File: config.mk
export PLATFORM = sky130hd
export DESIGN_NAME = two_output_nonoverlap_pwm_timer
export DESIGN_NICKNAME = d
export VERILOG_FILES = /design/src/count_source_select.v /design/src/two_output_nonoverlap_pwm_timer.v
export VERILOG_INCLUDE_DIRS = /design/src /design/src/src
export SDC_FILE = /design/constraint.sdc
export NUM_CORES = 1
export LEC_CHECK = 0
export BUFFER_PORTS_ARGS = -buffer_cell sky130_fd_sc_hd__buf_4
export CORE_MARGIN = 2
export CORE_UTILIZATION = 50
export CTS_CLUSTER_DIAMETER = 80
export CTS_CLUSTER_SIZE = 28
export DETAILED_ROUTE_END_ITERATION = 7
export PLACE_DENSITY = 0.68
export SYNTH_ARGS = -nofsm -noshare
export SYNTH_HDL_FRONTEND = slang
export SYNTH_SLANG_ARGS = --single-unit
export TNS_END_PERCENT = 50
File: constraint.sdc
create_clock -name clk -period 2.9 [get_ports clk]
set_clock_uncertainty 0.1 [all_clocks]
set_input_delay 0.29 -clock clk [delete_from_list [all_inputs] [get_ports clk]]
set_output_delay 0.29 -clock clk [all_outputs]
set_load 0.02 [all_outputs]
File: src/pwm3_timer_regs.vh
`ifndef PWM3_TIMER_REGS_VH
`define PWM3_TIMER_REGS_VH

// ----------------------------------------------------------
// Register byte addresses
// ----------------------------------------------------------
`define ADDR_RUN 8'h00
`define ADDR_FUNC 8'h04
`define ADDR_CNT 8'h08
`define ADDR_PERIOD 8'h0C
`define ADDR_NPHASE 8'h10
`define ADDR_CPEND 8'h14
`define ADDR_CPSTART 8'h18
`define ADDR_STATUS 8'h1C
`define ADDR_MASK 8'h20
`define ADDR_PEREN 8'h24

// ----------------------------------------------------------
// Field positions
// ----------------------------------------------------------
`define RUN_BIT 0
`define STOP_SEL_BIT 1
`define FUNC_EXT_EN_BIT 0
`define FUNC_OSC_OPT_BIT 1
`define FUNC_SRC_LSB 4
`define FUNC_SRC_MSB 6
`define PEREN_BIT 0
`define ST_MATCH_A 0
`define ST_MATCH_B 1
`define ST_MATCH_C 2
`define ST_MATCH_D 3
`define ST_OVF 4
`define ST_W 5

// ----------------------------------------------------------
// Count source codes
// ----------------------------------------------------------
`define SRC_SYS 3'h0
`define SRC_DIV2 3'h1
`define SRC_DIV4 3'h2
`define SRC_DIV8 3'h3
`define SRC_DIV32 3'h4
`define SRC_OSC 3'h5
`define SRC_EXT 3'h6

// ----------------------------------------------------------
// Widths and reset values
// ----------------------------------------------------------
`define CNT_W 16
`define CNT_MAX 16'hFFFF
`define CMP_RESET 16'hFFFF
`define DIV_W 5
`define CMP_N 4

`endif

File: src/count_source_select.v
`timescale 1ns/1ps
`include "pwm3_timer_regs.vh"

module count_source_select (
    input wire clk,
    input wire reset,
    input wire [2:0] source_sel,
    input wire external_clock_enable,
    input wire oscillator_source_option,
    input wire high_speed_osc_clock,
    input wire external_count_input,
    output reg count_tick
);

// ----------------------------------------------------------
// Pin synchronisers and edge detect
// ----------------------------------------------------------
reg osc_s1_q, osc_s2_q, osc_s3_q;
reg ext_s1_q, ext_s2_q, ext_s3_q;
reg [`DIV_W-1:0] div_q;
wire osc_edge;
wire ext_edge;

always @(posedge clk) begin
    if (reset) begin
        osc_s1_q <= 1'b0;
        osc_s2_q <= 1'b0;
        osc_s3_q <= 1'b0;
        ext_s1_q <= 1'b0;
        ext_s2_q <= 1'b0;
        ext_s3_q <= 1'b0;
        div_q <= 5'h00;
    end else begin
        osc_s1_q <= high_speed_osc_clock;
        osc_s2_q <= osc_s1_q;
        osc_s3_q <= osc_s2_q;
        ext_s1_q <= external_count_input;
        ext_s2_q <= ext_s1_q;
        ext_s3_q <= ext_s2_q;
        div_q <= div_q + 5'h01;
    end
end

// Osc clock is only seen reliably if well below half of clk
assign osc_edge = osc_s2_q & ~osc_s3_q;
assign ext_edge = ext_s2_q & ~ext_s3_q;

// ----------------------------------------------------------
// Source multiplexer
// ----------------------------------------------------------
always @* begin
    case (source_sel)
        `SRC_SYS: count_tick = 1'b1;
        `SRC_DIV2: count_tick = &div_q[0:0];
        `SRC_DIV4: count_tick = &div_q[1:0];
        `SRC_DIV8: count_tick = &div_q[2:0];
        `SRC_DIV32: count_tick = &div_q[4:0];
        `SRC_OSC: count_tick = oscillator_source_option ? osc_edge : 1'b1;
        `SRC_EXT: count_tick = external_clock_enable & ext_edge;
        default: count_tick = 1'b0;
    endcase
end

endmodule // count_source_select

File: src/two_output_nonoverlap_pwm_timer.v
// Summary of operation
// - Count source: system clock, dividers, oscillator
// - External input counts only when enabled
// - Only counter zero increments in this mode
// - Period is period compare plus one
// - Normal phase active period minus normal compare
// - Counter phase active end minus start
// - Writing run bit one starts counting when supply enable is set
// - Stop select one: stop on run clear
// - Stop select zero: stop at period match
// - Interrupt on any compare match or overflow
//
// Added by the designer: the APB slave port and the placing of the registers.
`timescale 1ns/1ps
`include "pwm3_timer_regs.vh"

module two_output_nonoverlap_pwm_timer (
    input wire clk,
    input wire reset,
    input wire psel,
    input wire penable,
    input wire pwrite,
    input wire [7:0] paddr,
    input wire [31:0] pwdata,
    output reg [31:0] prdata,
    output wire pready,
    output wire pslverr,
    input wire high_speed_osc_clock,
    input wire external_count_input,
    output reg normal_phase_output,
    output reg counter_phase_output,
    output wire irq
);

// ----------------------------------------------------------
// Run state
// ----------------------------------------------------------
localparam [1:0] S_IDLE = 2'b01;
localparam [1:0] S_RUN = 2'b10;

reg [1:0] state_q;
reg [1:0] state_d;

// ----------------------------------------------------------
// Registers
// ----------------------------------------------------------
reg timer_clock_supply_enable_q;
reg channel0_stop_select_q;
reg external_clock_enable_q;
reg oscillator_source_option_q;
reg [2:0] source_sel_q;
reg [`CNT_W-1:0] counter_zero_q;
reg [`CNT_W-1:0] counter_zero_d;
reg [`CNT_W-1:0] period_compare_reg_q;
reg [`CNT_W-1:0] normal_phase_compare_reg_q;
reg [`CNT_W-1:0] counter_phase_end_reg_q;
reg [`CNT_W-1:0] counter_phase_start_reg_q;
reg [`ST_W-1:0] status_q;
reg [`ST_W-1:0] status_d;
reg [`ST_W-1:0] mask_q;
reg normal_d;
reg counter_d;
reg [`ST_W-1:0] mask_d;
reg [31:0] read_value;
reg irq_q;

wire access;
wire wr;
wire rd;
wire mapped;
wire count_tick;
wire running;
wire step;
wire match_a;
wire match_b;
wire match_c;
wire match_d;
wire overflow;
wire [`ST_W-1:0] events;
wire [`ST_W-1:0] clear_mask;
wire [`CMP_N*`CNT_W-1:0] cmp_values;
genvar gi;

// ----------------------------------------------------------
// Address decode
// ----------------------------------------------------------
function is_mapped;
    input [7:0] a;
    begin
        case (a)
            `ADDR_RUN, `ADDR_FUNC, `ADDR_CNT,
            `ADDR_PERIOD, `ADDR_NPHASE,
            `ADDR_CPEND, `ADDR_CPSTART,
            `ADDR_STATUS, `ADDR_MASK,
            `ADDR_PEREN: is_mapped = 1'b1;
            default: is_mapped = 1'b0;
        endcase
    end
endfunction

function hit;
    input [7:0] a;
    input [7:0] reg_addr;
    begin
        hit = (a == reg_addr);
    end
endfunction

assign access = psel & penable;
assign mapped = is_mapped(paddr);
assign wr = access & pwrite & mapped;
// Read data is captured at the end of the setup phase
assign rd = psel & ~penable & ~pwrite & mapped;
// Zero wait states keep the slave simple
assign pready = 1'b1;
assign pslverr = access & ~mapped;

// ----------------------------------------------------------
// Count source
// ----------------------------------------------------------
count_source_select u_src (
    .clk(clk),
    .reset(reset),
    .source_sel(source_sel_q),
    .external_clock_enable(external_clock_enable_q),
    .oscillator_source_option(oscillator_source_option_q),
    .high_speed_osc_clock(high_speed_osc_clock),
    .external_count_input(external_count_input),
    .count_tick(count_tick)
);

// ----------------------------------------------------------
// Compare and step
// ----------------------------------------------------------
assign running = state_q[1];
// No supply enable, no counting: software must set it first
assign step = running & count_tick & timer_clock_supply_enable_q;

// Compare slots follow the status bit order A, B, C, D
assign cmp_values = {counter_phase_start_reg_q, normal_phase_compare_reg_q,
    counter_phase_end_reg_q, period_compare_reg_q};

generate
    for (gi = 0; gi < `CMP_N; gi = gi + 1) begin : g_cmp
        assign events[gi] = step & (counter_zero_q == cmp_values[gi*`CNT_W +: `CNT_W]);
    end
endgenerate

assign match_a = events[`ST_MATCH_A];
assign match_b = events[`ST_MATCH_B];
assign match_c = events[`ST_MATCH_C];
assign match_d = events[`ST_MATCH_D];
// Wrap past all ones, unless the period match clears the counter first
assign overflow = step & ~match_a & (counter_zero_q == `CNT_MAX);
assign events[`ST_OVF] = overflow;

assign clear_mask = (wr & hit(paddr, `ADDR_STATUS)) ? pwdata[`ST_W-1:0] : 5'h00;

// ----------------------------------------------------------
// Next state
// ----------------------------------------------------------
always @* begin
    state_d = state_q;
    case (state_q)
        S_IDLE: begin
            if (wr & hit(paddr, `ADDR_RUN) & pwdata[`RUN_BIT] & timer_clock_supply_enable_q) begin
                state_d = S_RUN;
            end
        end
        S_RUN: begin
            if (wr & hit(paddr, `ADDR_RUN) & ~pwdata[`RUN_BIT]) begin
                state_d = S_IDLE;
            end else if (match_a & ~channel0_stop_select_q) begin
                state_d = S_IDLE;
            end
        end
        default: state_d = S_IDLE;
    endcase
end

// ----------------------------------------------------------
// Counter and outputs
// ----------------------------------------------------------
always @* begin
    counter_zero_d = counter_zero_q;
    normal_d = normal_phase_output;
    counter_d = counter_phase_output;
    if (wr & hit(paddr, `ADDR_CNT)) begin
        counter_zero_d = pwdata[`CNT_W-1:0];
    end else if (match_a) begin
        counter_zero_d = 16'h0000;
    end else if (step) begin
        counter_zero_d = counter_zero_q + 16'h0001;
    end
    // Start match first, end match wins if both coincide
    if (match_c) begin
        normal_d = 1'b1;
    end
    if (match_a) begin
        normal_d = 1'b0;
    end
    if (match_d) begin
        counter_d = 1'b1;
    end
    if (match_b) begin
        counter_d = 1'b0;
    end
end

// ----------------------------------------------------------
// Interrupt status
// ----------------------------------------------------------
always @* begin
    // Set wins over a same-cycle write-one-to-clear
    status_d = (status_q & ~clear_mask) | events;
end

always @* begin
    mask_d = mask_q;
    if (wr & hit(paddr, `ADDR_MASK)) begin
        mask_d = pwdata[`ST_W-1:0];
    end
end

// ----------------------------------------------------------
// Interrupt output
// ----------------------------------------------------------
// Built from next values so the flop adds no latency yet cannot glitch
always @(posedge clk) begin
    if (reset) begin
        irq_q <= 1'b0;
    end else begin
        irq_q <= |(status_d & mask_d);
    end
end

assign irq = irq_q;

// ----------------------------------------------------------
// Register write
// ----------------------------------------------------------
always @(posedge clk) begin
    if (reset) begin
        state_q <= S_IDLE;
        timer_clock_supply_enable_q <= 1'b0;
        channel0_stop_select_q <= 1'b0;
        external_clock_enable_q <= 1'b0;
        oscillator_source_option_q <= 1'b0;
        source_sel_q <= `SRC_SYS;
        counter_zero_q <= 16'h0000;
        period_compare_reg_q <= `CMP_RESET;
        normal_phase_compare_reg_q <= `CMP_RESET;
        counter_phase_end_reg_q <= `CMP_RESET;
        counter_phase_start_reg_q <= `CMP_RESET;
        status_q <= 5'h00;
        mask_q <= 5'h00;
        normal_phase_output <= 1'b0;
        counter_phase_output <= 1'b0;
    end else begin
        state_q <= state_d;
        counter_zero_q <= counter_zero_d;
        status_q <= status_d;
        mask_q <= mask_d;
        // Outputs hold whatever level they had when counting stops
        normal_phase_output <= normal_d;
        counter_phase_output <= counter_d;
        if (wr) begin
            case (paddr)
                `ADDR_PEREN: begin
                    timer_clock_supply_enable_q <= pwdata[`PEREN_BIT];
                end
                `ADDR_RUN: begin
                    channel0_stop_select_q <= pwdata[`STOP_SEL_BIT];
                end
                `ADDR_FUNC: begin
                    external_clock_enable_q <= pwdata[`FUNC_EXT_EN_BIT];
                    oscillator_source_option_q <= pwdata[`FUNC_OSC_OPT_BIT];
                    source_sel_q <= pwdata[`FUNC_SRC_MSB:`FUNC_SRC_LSB];
                end
                `ADDR_PERIOD: begin
                    period_compare_reg_q <= pwdata[`CNT_W-1:0];
                end
                `ADDR_NPHASE: begin
                    normal_phase_compare_reg_q <= pwdata[`CNT_W-1:0];
                end
                `ADDR_CPEND: begin
                    counter_phase_end_reg_q <= pwdata[`CNT_W-1:0];
                end
                `ADDR_CPSTART: begin
                    counter_phase_start_reg_q <= pwdata[`CNT_W-1:0];
                end
                default: begin
                    // Mask, status and counter take their next values above
                end
            endcase
        end
    end
end

// ----------------------------------------------------------
// Register read
// ----------------------------------------------------------
always @* begin
    read_value = 32'h00000000;
    if (rd) begin
        case (paddr)
            `ADDR_PEREN: read_value[`PEREN_BIT] = timer_clock_supply_enable_q;
            `ADDR_RUN: begin
                read_value[`RUN_BIT] = running;
                read_value[`STOP_SEL_BIT] = channel0_stop_select_q;
            end
            `ADDR_FUNC: begin
                read_value[`FUNC_EXT_EN_BIT] = external_clock_enable_q;
                read_value[`FUNC_OSC_OPT_BIT] = oscillator_source_option_q;
                read_value[`FUNC_SRC_MSB:`FUNC_SRC_LSB] = source_sel_q;
            end
            `ADDR_CNT: read_value[`CNT_W-1:0] = counter_zero_q;
            `ADDR_PERIOD: read_value[`CNT_W-1:0] = period_compare_reg_q;
            `ADDR_NPHASE: read_value[`CNT_W-1:0] = normal_phase_compare_reg_q;
            `ADDR_CPEND: read_value[`CNT_W-1:0] = counter_phase_end_reg_q;
            `ADDR_CPSTART: read_value[`CNT_W-1:0] = counter_phase_start_reg_q;
            `ADDR_STATUS: read_value[`ST_W-1:0] = status_q;
            `ADDR_MASK: read_value[`ST_W-1:0] = mask_q;
            default: read_value = 32'h00000000;
        endcase
    end
end

// ----------------------------------------------------------
// Read data register
// ----------------------------------------------------------
always @(posedge clk) begin
    if (reset) begin
        prdata <= 32'h00000000;
    end else if (rd) begin
        prdata <= read_value;
    end else begin
        // Zero again once the access phase is over
        prdata <= 32'h00000000;
    end
end

endmodule // two_output_nonoverlap_pwm_timer

==> flow_summary.json, run 1 <==
{
  "via_per_inst": 6.14,
  "fin_crit_sh_pct": 91.8,
  "drtIter0Drc": 840,
  "cts_tree": "yes",
  "io_buffer_count": 50,
  "cts_buffer_depth": 2,
  "power_density_nw_per_um2": 512,
  "crit_path_start_kind": "flop",
  "yosysSeqAreaShare_pct": 39.1,
  "route.detailed.drc": 0,
  "drt_wl_total_mm": 19.6,
  "antenna_found_initial": 0,
  "yosysWarnings": 0,
  "grt_pass1_wl_mm": 30.6,
  "cp_data_arrival_time_ps": 2840,
  "final_max_slew_viol_count": 0,
  "synth.area.top_cells": "dfxtp_1 39%, a211o_1 8.5%, nor2b_1 7.2%, xnor2_1 4.8%, xor2_1 4.6%",
  "drt-pass1-iter-count": 5,
  "clkTransAtPathRegs_ps": 60,
  "numCtsBuffers": 17,
  "antenna_cells": 0,
  "yosysUniqueCellTypes": 55,
  "ir_worst_vdd_mv": 0.330,
  "path_class": "flop to flop",
  "dieArea_sq_um": 14100,
  "max_freq_ghz": 0.376,
  "nets": 823,
  "place.gp.congestion": 0.942,
  "htree_num_levels": 4,
  "area_growth_pct": 17.4,
  "cts.sinks": 129,
  "worst_skew_pair.late_latency_ps": 430,
  "grtUsageTotal_pct": 28.1,
  "synth_top_cells_by_count": "129 x dfxtp_1, 76 x nor2b_1, 64 x a211o_1, 46 x nand2_1, 37 x nor2_1",
  "io_pins": 84,
  "status": "finished, final reports clean",
  "cap_violations": 0,
  "hpwl_mm": 13.5,
  "rows": 41,
  "synthArstFlopShare_pct": 0,
  "fin_crit_ps": 2660,
  "tns_ps": 0,
  "grt.overflow.total": 0,
  "syn_area_sq_um": 6600,
  "routedWlPerCell_um": 20.4,
  "relSlewSlack_pct": 42.4,
  "via_count": 5872,
  "start_util_pct": 51.7,
  "rsz0062_at_grt": "false",
  "synth_most_common_cell": "dfxtp_1",
  "synth-edff-count": 0,
  "grt_max_degree": 76,
  "root_buffer": "clkbuf_16",
  "setup_viol": 0,
  "worstPathRequired_ps": 3070,
  "fin_util_pct": 60.7,
  "leakage_nw": 2.65,
  "grt_pass1_vias": 5521,
  "antenna_left": 0,
  "synth_top_area_cell": "dfxtp_1",
  "die_x_um": 119,
  "worstPathMaxFanout": 9,
  "coreArea_sq_um": 12800,
  "drive_gt1_share_pct": 16.6,
  "cp-end-kind": "flop",
  "min_path_type": "input port to flop",
  "fp.dieH_um": 119,
  "netlist_instances": 726,
  "synth_area_per_cell_sq_um": 9.10,
  "hold_viol": 0,
  "synth_top_area_share_pct": 39.1,
  "synth_seq_cells": 129,
  "ys.flop_type": "dfxtp_1",
  "worstMarginPinSlew_ps": 865
}
## stage by stage
| step | std cells | setup WS [ps] | total power, mW | hold WS [ps] | area, sq um |
|---|---|---|---|---|---|
| finish | 957 | 237 | 3.97 | 13.7 | 7750 |
| detailed placement | 921 | 234 | 1.98 | 333 | 7150 |
| global placement | 921 | 303 | 1.98 | 318 | 7150 |
| floorplan | 741 | 716 | 1.92 | 308 | 6660 |
| global route | 957 | 87.8 | 4.08 | 21.8 | 7750 |
| CTS | 957 | 219 | 3.99 | 1.23 | 7750 |
## layer usage
layer,vias to the layer above,GRT usage [%],share of wire [%]
li1,2685,-,-
met1,2832,38.1,42
met2,306,42.6,45
met3,49,6.32,9.7
met4,0,12.7,3.2
met5,-,0,0
## worst max-delay path: stages (launching register included)
cell and delay [ps]:
dfxtp_1 370, ha_1 200, and3_1 170, ha_1 140
nand2b_1 50, a21o_1 190, nand3_1 260, nand2_1 390
a21o_1 270, a211oi_1 280, nor3_1 70
## cell type report
cell class	instances	area (sq um)
clock buffers	20	447
clock inverters	12	111
inverters	7	26.3
multi-input cells	532	3680
well taps	172	215
flip-flops and latches	129	2580
fillers	1107	5020
repair buffers	85	686
## sequential cells by signal, summed over array words and instances (netlist names), 2 cells and up
register	count
counter_phase_start_reg_q	16
period_compare_reg_q	16
state_q	2
normal_phase_compare_reg_q	16
status_q	5
prdata	16
u_src.div_q	5
counter_zero_q	16
mask_q	5
source_sel_q	3
counter_phase_end_reg_q	16
## cell families (layout without fill, tap and decap cells)
kind of cell / count (synthesis) / count (layout) / synth area share [%]
compound gates: 170 / 170 / 20.1
xor+xnor: 71 / 71 / 9.42
fa+ha+maj: 4 / 4 / 0.758
buf+inv: 80 / 124 / 6.31
flops: 129 / 129 / 39.1
mux: 17 / 17 / 2.82
other cells: 2 / 17 / 0.114
simple gates: 253 / 253 / 21.3
## repair_timing
| item | in CTS | in global routing |
|---|---|---|
| endpoints found under the setup margin | 0 | 2 |
| hold buffers | 4 | 0 |
| hold endpoints to repair | 6 | 0 |
| buffers inserted | 0 | 0 |
| gates resized for setup | 0 | 1 |
## power breakdown
group          internal [mW]  switching, mW
logic                 0.0553          0.108
clock network           1.20          0.822
registers               1.78        0.00340
total                   3.04          0.933
## worst paths after layout
kind	depth (start not counted)	end	start	slack, ps
worst max register to register	10	counter_zero_q[6]	u_src.div_q[0]	240
worst max-delay path	10	counter_zero_q[6]	u_src.div_q[0]	240
worst min-delay path	2	normal_phase_compare_reg_q[15]	pwdata[15]	10
worst min register to register	1	u_src.osc_s2_q	u_src.osc_s1_q	340
## cell usage in the layout, fill, tap and decap left out, types with 3 or more instances in the layout
cell	Yosys	routed
and3_1	7	7
clkinvlp_4	0	3
a21boi_0	3	3
nor3_1	18	18
dlygate4sd3_1	0	4
clkbuf_16	0	17
a221oi_1	4	4
ha_1	4	4
nand3_1	19	19
buf_12	0	3
clkinv_4	0	4
a222oi_1	14	14
a22oi_1	17	17
o21ai_0	8	8
buf_4	19	78
a21o_1	5	5
a31oi_1	13	13
nand4_1	13	13
a21oi_1	21	21
a211oi_1	4	4
nor2_1	37	37
conb_1	2	17
a211o_1	64	64
clkinv_2	0	3
a32oi_1	6	6
mux2i_1	13	13
xor2_1	35	35
nor2b_1	76	76
nor3_4	0	3
mux2_2	3	3
o22a_1	3	3
nor4_1	12	12
nand2b_1	4	4
dfxtp_1	129	129
inv_1	7	7
xnor2_1	36	36
nand2_1	46	46
No activity file was read; power rests on OpenSTA's default activity.
==> run 2: changes to the inputs <==
--- a/config.mk
+++ b/config.mk
@@ -7,12 +7,13 @@
 export NUM_CORES = 1
 export LEC_CHECK = 0
 export BUFFER_PORTS_ARGS = -buffer_cell sky130_fd_sc_hd__buf_4
+export CAP_MARGIN = 20
 export CORE_MARGIN = 2
 export CORE_UTILIZATION = 50
 export CTS_CLUSTER_DIAMETER = 80
 export CTS_CLUSTER_SIZE = 28
 export DETAILED_ROUTE_END_ITERATION = 7
-export PLACE_DENSITY = 0.68
+export PLACE_DENSITY = 0.78
 export SYNTH_ARGS = -nofsm -noshare
 export SYNTH_HDL_FRONTEND = slang
 export SYNTH_SLANG_ARGS = --single-unit
==> flow_summary.json, run 2 (synthesized netlist as in run 1, its figures left out) <==
{
  "place.gp.congestion": 0.979,
  "worst_skew_pair.late_latency_ps": 430,
  "final_common_cell": "dfxtp_1",
  "setup_viol": 0,
  "hpwl_mm": 13.3,
  "crit_top_cell": "ha_1",
  "grt_max_degree": 105,
  "numCtsBuffers": 17,
  "cts_buffer_depth": 2,
  "worstPathMaxFanout": 7,
  "relSlewSlack_pct": 27.6,
  "nets": 823,
  "rows": 41,
  "layout_common_cells": "129 x dfxtp_1, 76 x nor2b_1, 74 x buf_4, 64 x a211o_1, 46 x nand2_1",
  "routedWlPerCell_um": 20.5,
  "cts_resized": 0,
  "io_buffer_count": 50,
  "cts.sinks": 129,
  "worstMarginPinSlew_ps": 1090,
  "cp_data_arrival_time_ps": 2850,
  "start_util_pct": 51.7,
  "tns_ps": 0,
  "path_class": "flop to flop",
  "antenna_left": 0,
  "io_pins": 84,
  "fin_crit_sh_pct": 89.9,
  "cp-end-kind": "flop",
  "holdWs_ps": 12.1,
  "dieArea_sq_um": 14100,
  "coreArea_sq_um": 12800,
  "cts_tree": "yes",
  "ir_worst_vdd_mv": 0.476,
  "drive_gt1_share_pct": 16.4,
  "cap_violations": 0,
  "max_freq_ghz": 0.383,
  "final_max_slew_viol_count": 0,
  "grtUsageTotal_pct": 28.0,
  "via_count": 5960,
  "root_buffer": "clkbuf_16",
  "die_x_um": 119,
  "route.detailed.drc": 0,
  "antenna_cells": 0,
  "status": "finished, final reports clean",
  "max_stage_delay_ps": 380,
  "drt_wl_total_mm": 19.6,
  "crit_slowest_cell": "dfxtp_1",
  "grt_pass1_vias": 5600,
  "power_density_nw_per_um2": 522,
  "rsz0062_at_grt": "false",
  "antenna_found_initial": 0,
  "min_path_type": "input port to flop",
  "fin_crit_ps": 2610,
  "leakage_nw": 2.66,
  "clkTransAtPathRegs_ps": 60,
  "via_per_inst": 6.23,
  "drt-pass1-iter-count": 6,
  "crit_chain": "ha_1 -> and3_1 -> ha_1 -> nand2b_1 -> a21o_1 -> nand3_1 -> nand3_2 -> nor4_1 -> buf_4 -> o21bai_1 -> a31oi_1",
  "crit_path_start_kind": "flop",
  "area_growth_pct": 18.1,
  "fp.dieH_um": 119,
  "grt.overflow.total": 0,
  "hold_viol": 0,
  "grt_pass1_wl_mm": 30.7,
  "drtIter0Drc": 935,
  "worstPathRequired_ps": 3140,
  "htree_num_levels": 4
}
-- run 2: cell types whose count changed in the layout (fill, tap and decap cells not counted) --
cell	delta
clkbuf_1	-2
buf_4	-4
buf_12	+1
clkbuf_8	+1
clkinv_2	+1
nor2_2	+1
dlygate4sd3_1	+3
clkinvlp_4	+2
nor2_4	-1
bufinv_16	+1
clkinv_4	-3
-- run 2: timing repair --
item	CTS	global route
setup buffers	0	0
hold buffers	7	0
endpoints found under the hold margin	11	0
-- run 2: layout make-up --
class                   count  area, sq um
clock buffers              19          453
clock inverters            13          135
fillers                  1079         4980
inverters                   7         26.3
multi-input cells         532         3680
flip-flops and latches    129         2580
well taps                 172          215
repair buffers             85          706
-- run 2: final timing paths --
| path | cells past startpoint | slack [ps] | startpoint | endpoint |
|---|---|---|---|---|
| min | 2 | 10 | pwdata[11] | counter_phase_start_reg_q[11] |
| min reg2reg | 1 | 340 | u_src.ext_s1_q | u_src.ext_s2_q |
| max reg2reg | 11 | 290 | u_src.div_q[0] | irq |
| max | 11 | 290 | u_src.div_q[0] | irq |
-- run 2: stage by stage --
step                      total power, mW  setup slack (ps)  cells  utilization [%]  instance area (sq um)
after floorplan                      1.92               716    741                -                   6660
after global placement               1.98               419    918             55.9                   7140
after detailed placement             1.98               341    918             55.9                   7140
after CTS                            4.08               324    957             61.0                   7800
after global routing                 4.17              68.1    957             61.0                   7800
final                                4.07               292    957             61.0                   7800
-- run 2: per-layer routing --
metal,global-route usage [%],up-vias,part of all wire [%]
met3,6.85,53,9.7
met5,0,-,0
met2,44.1,362,46
met4,11.0,0,2.8
li1,-,2683,-
met1,36.9,2862,41
-- run 2: where the power goes --
| group | leakage (nW) | switching [mW] | total [mW] | internal [mW] |
|---|---|---|---|---|
| Combinational | 1.34 | 0.111 | 0.169 | 0.0576 |
| Clock | 0.277 | 0.816 | 2.12 | 1.30 |
| Sequential | 1.04 | 0.00349 | 1.78 | 1.78 |
-- run 2: worst max-delay path: cells and delay by family, from the launching register on --
family / cells / cell delay [ps]
buffers and inverters: 1 / 180
AOI/OAI and AO/OA: 3 / 450
DFF: 1 / 380
adders and majority gates: 2 / 350
and+or+nand+nor: 5 / 1050
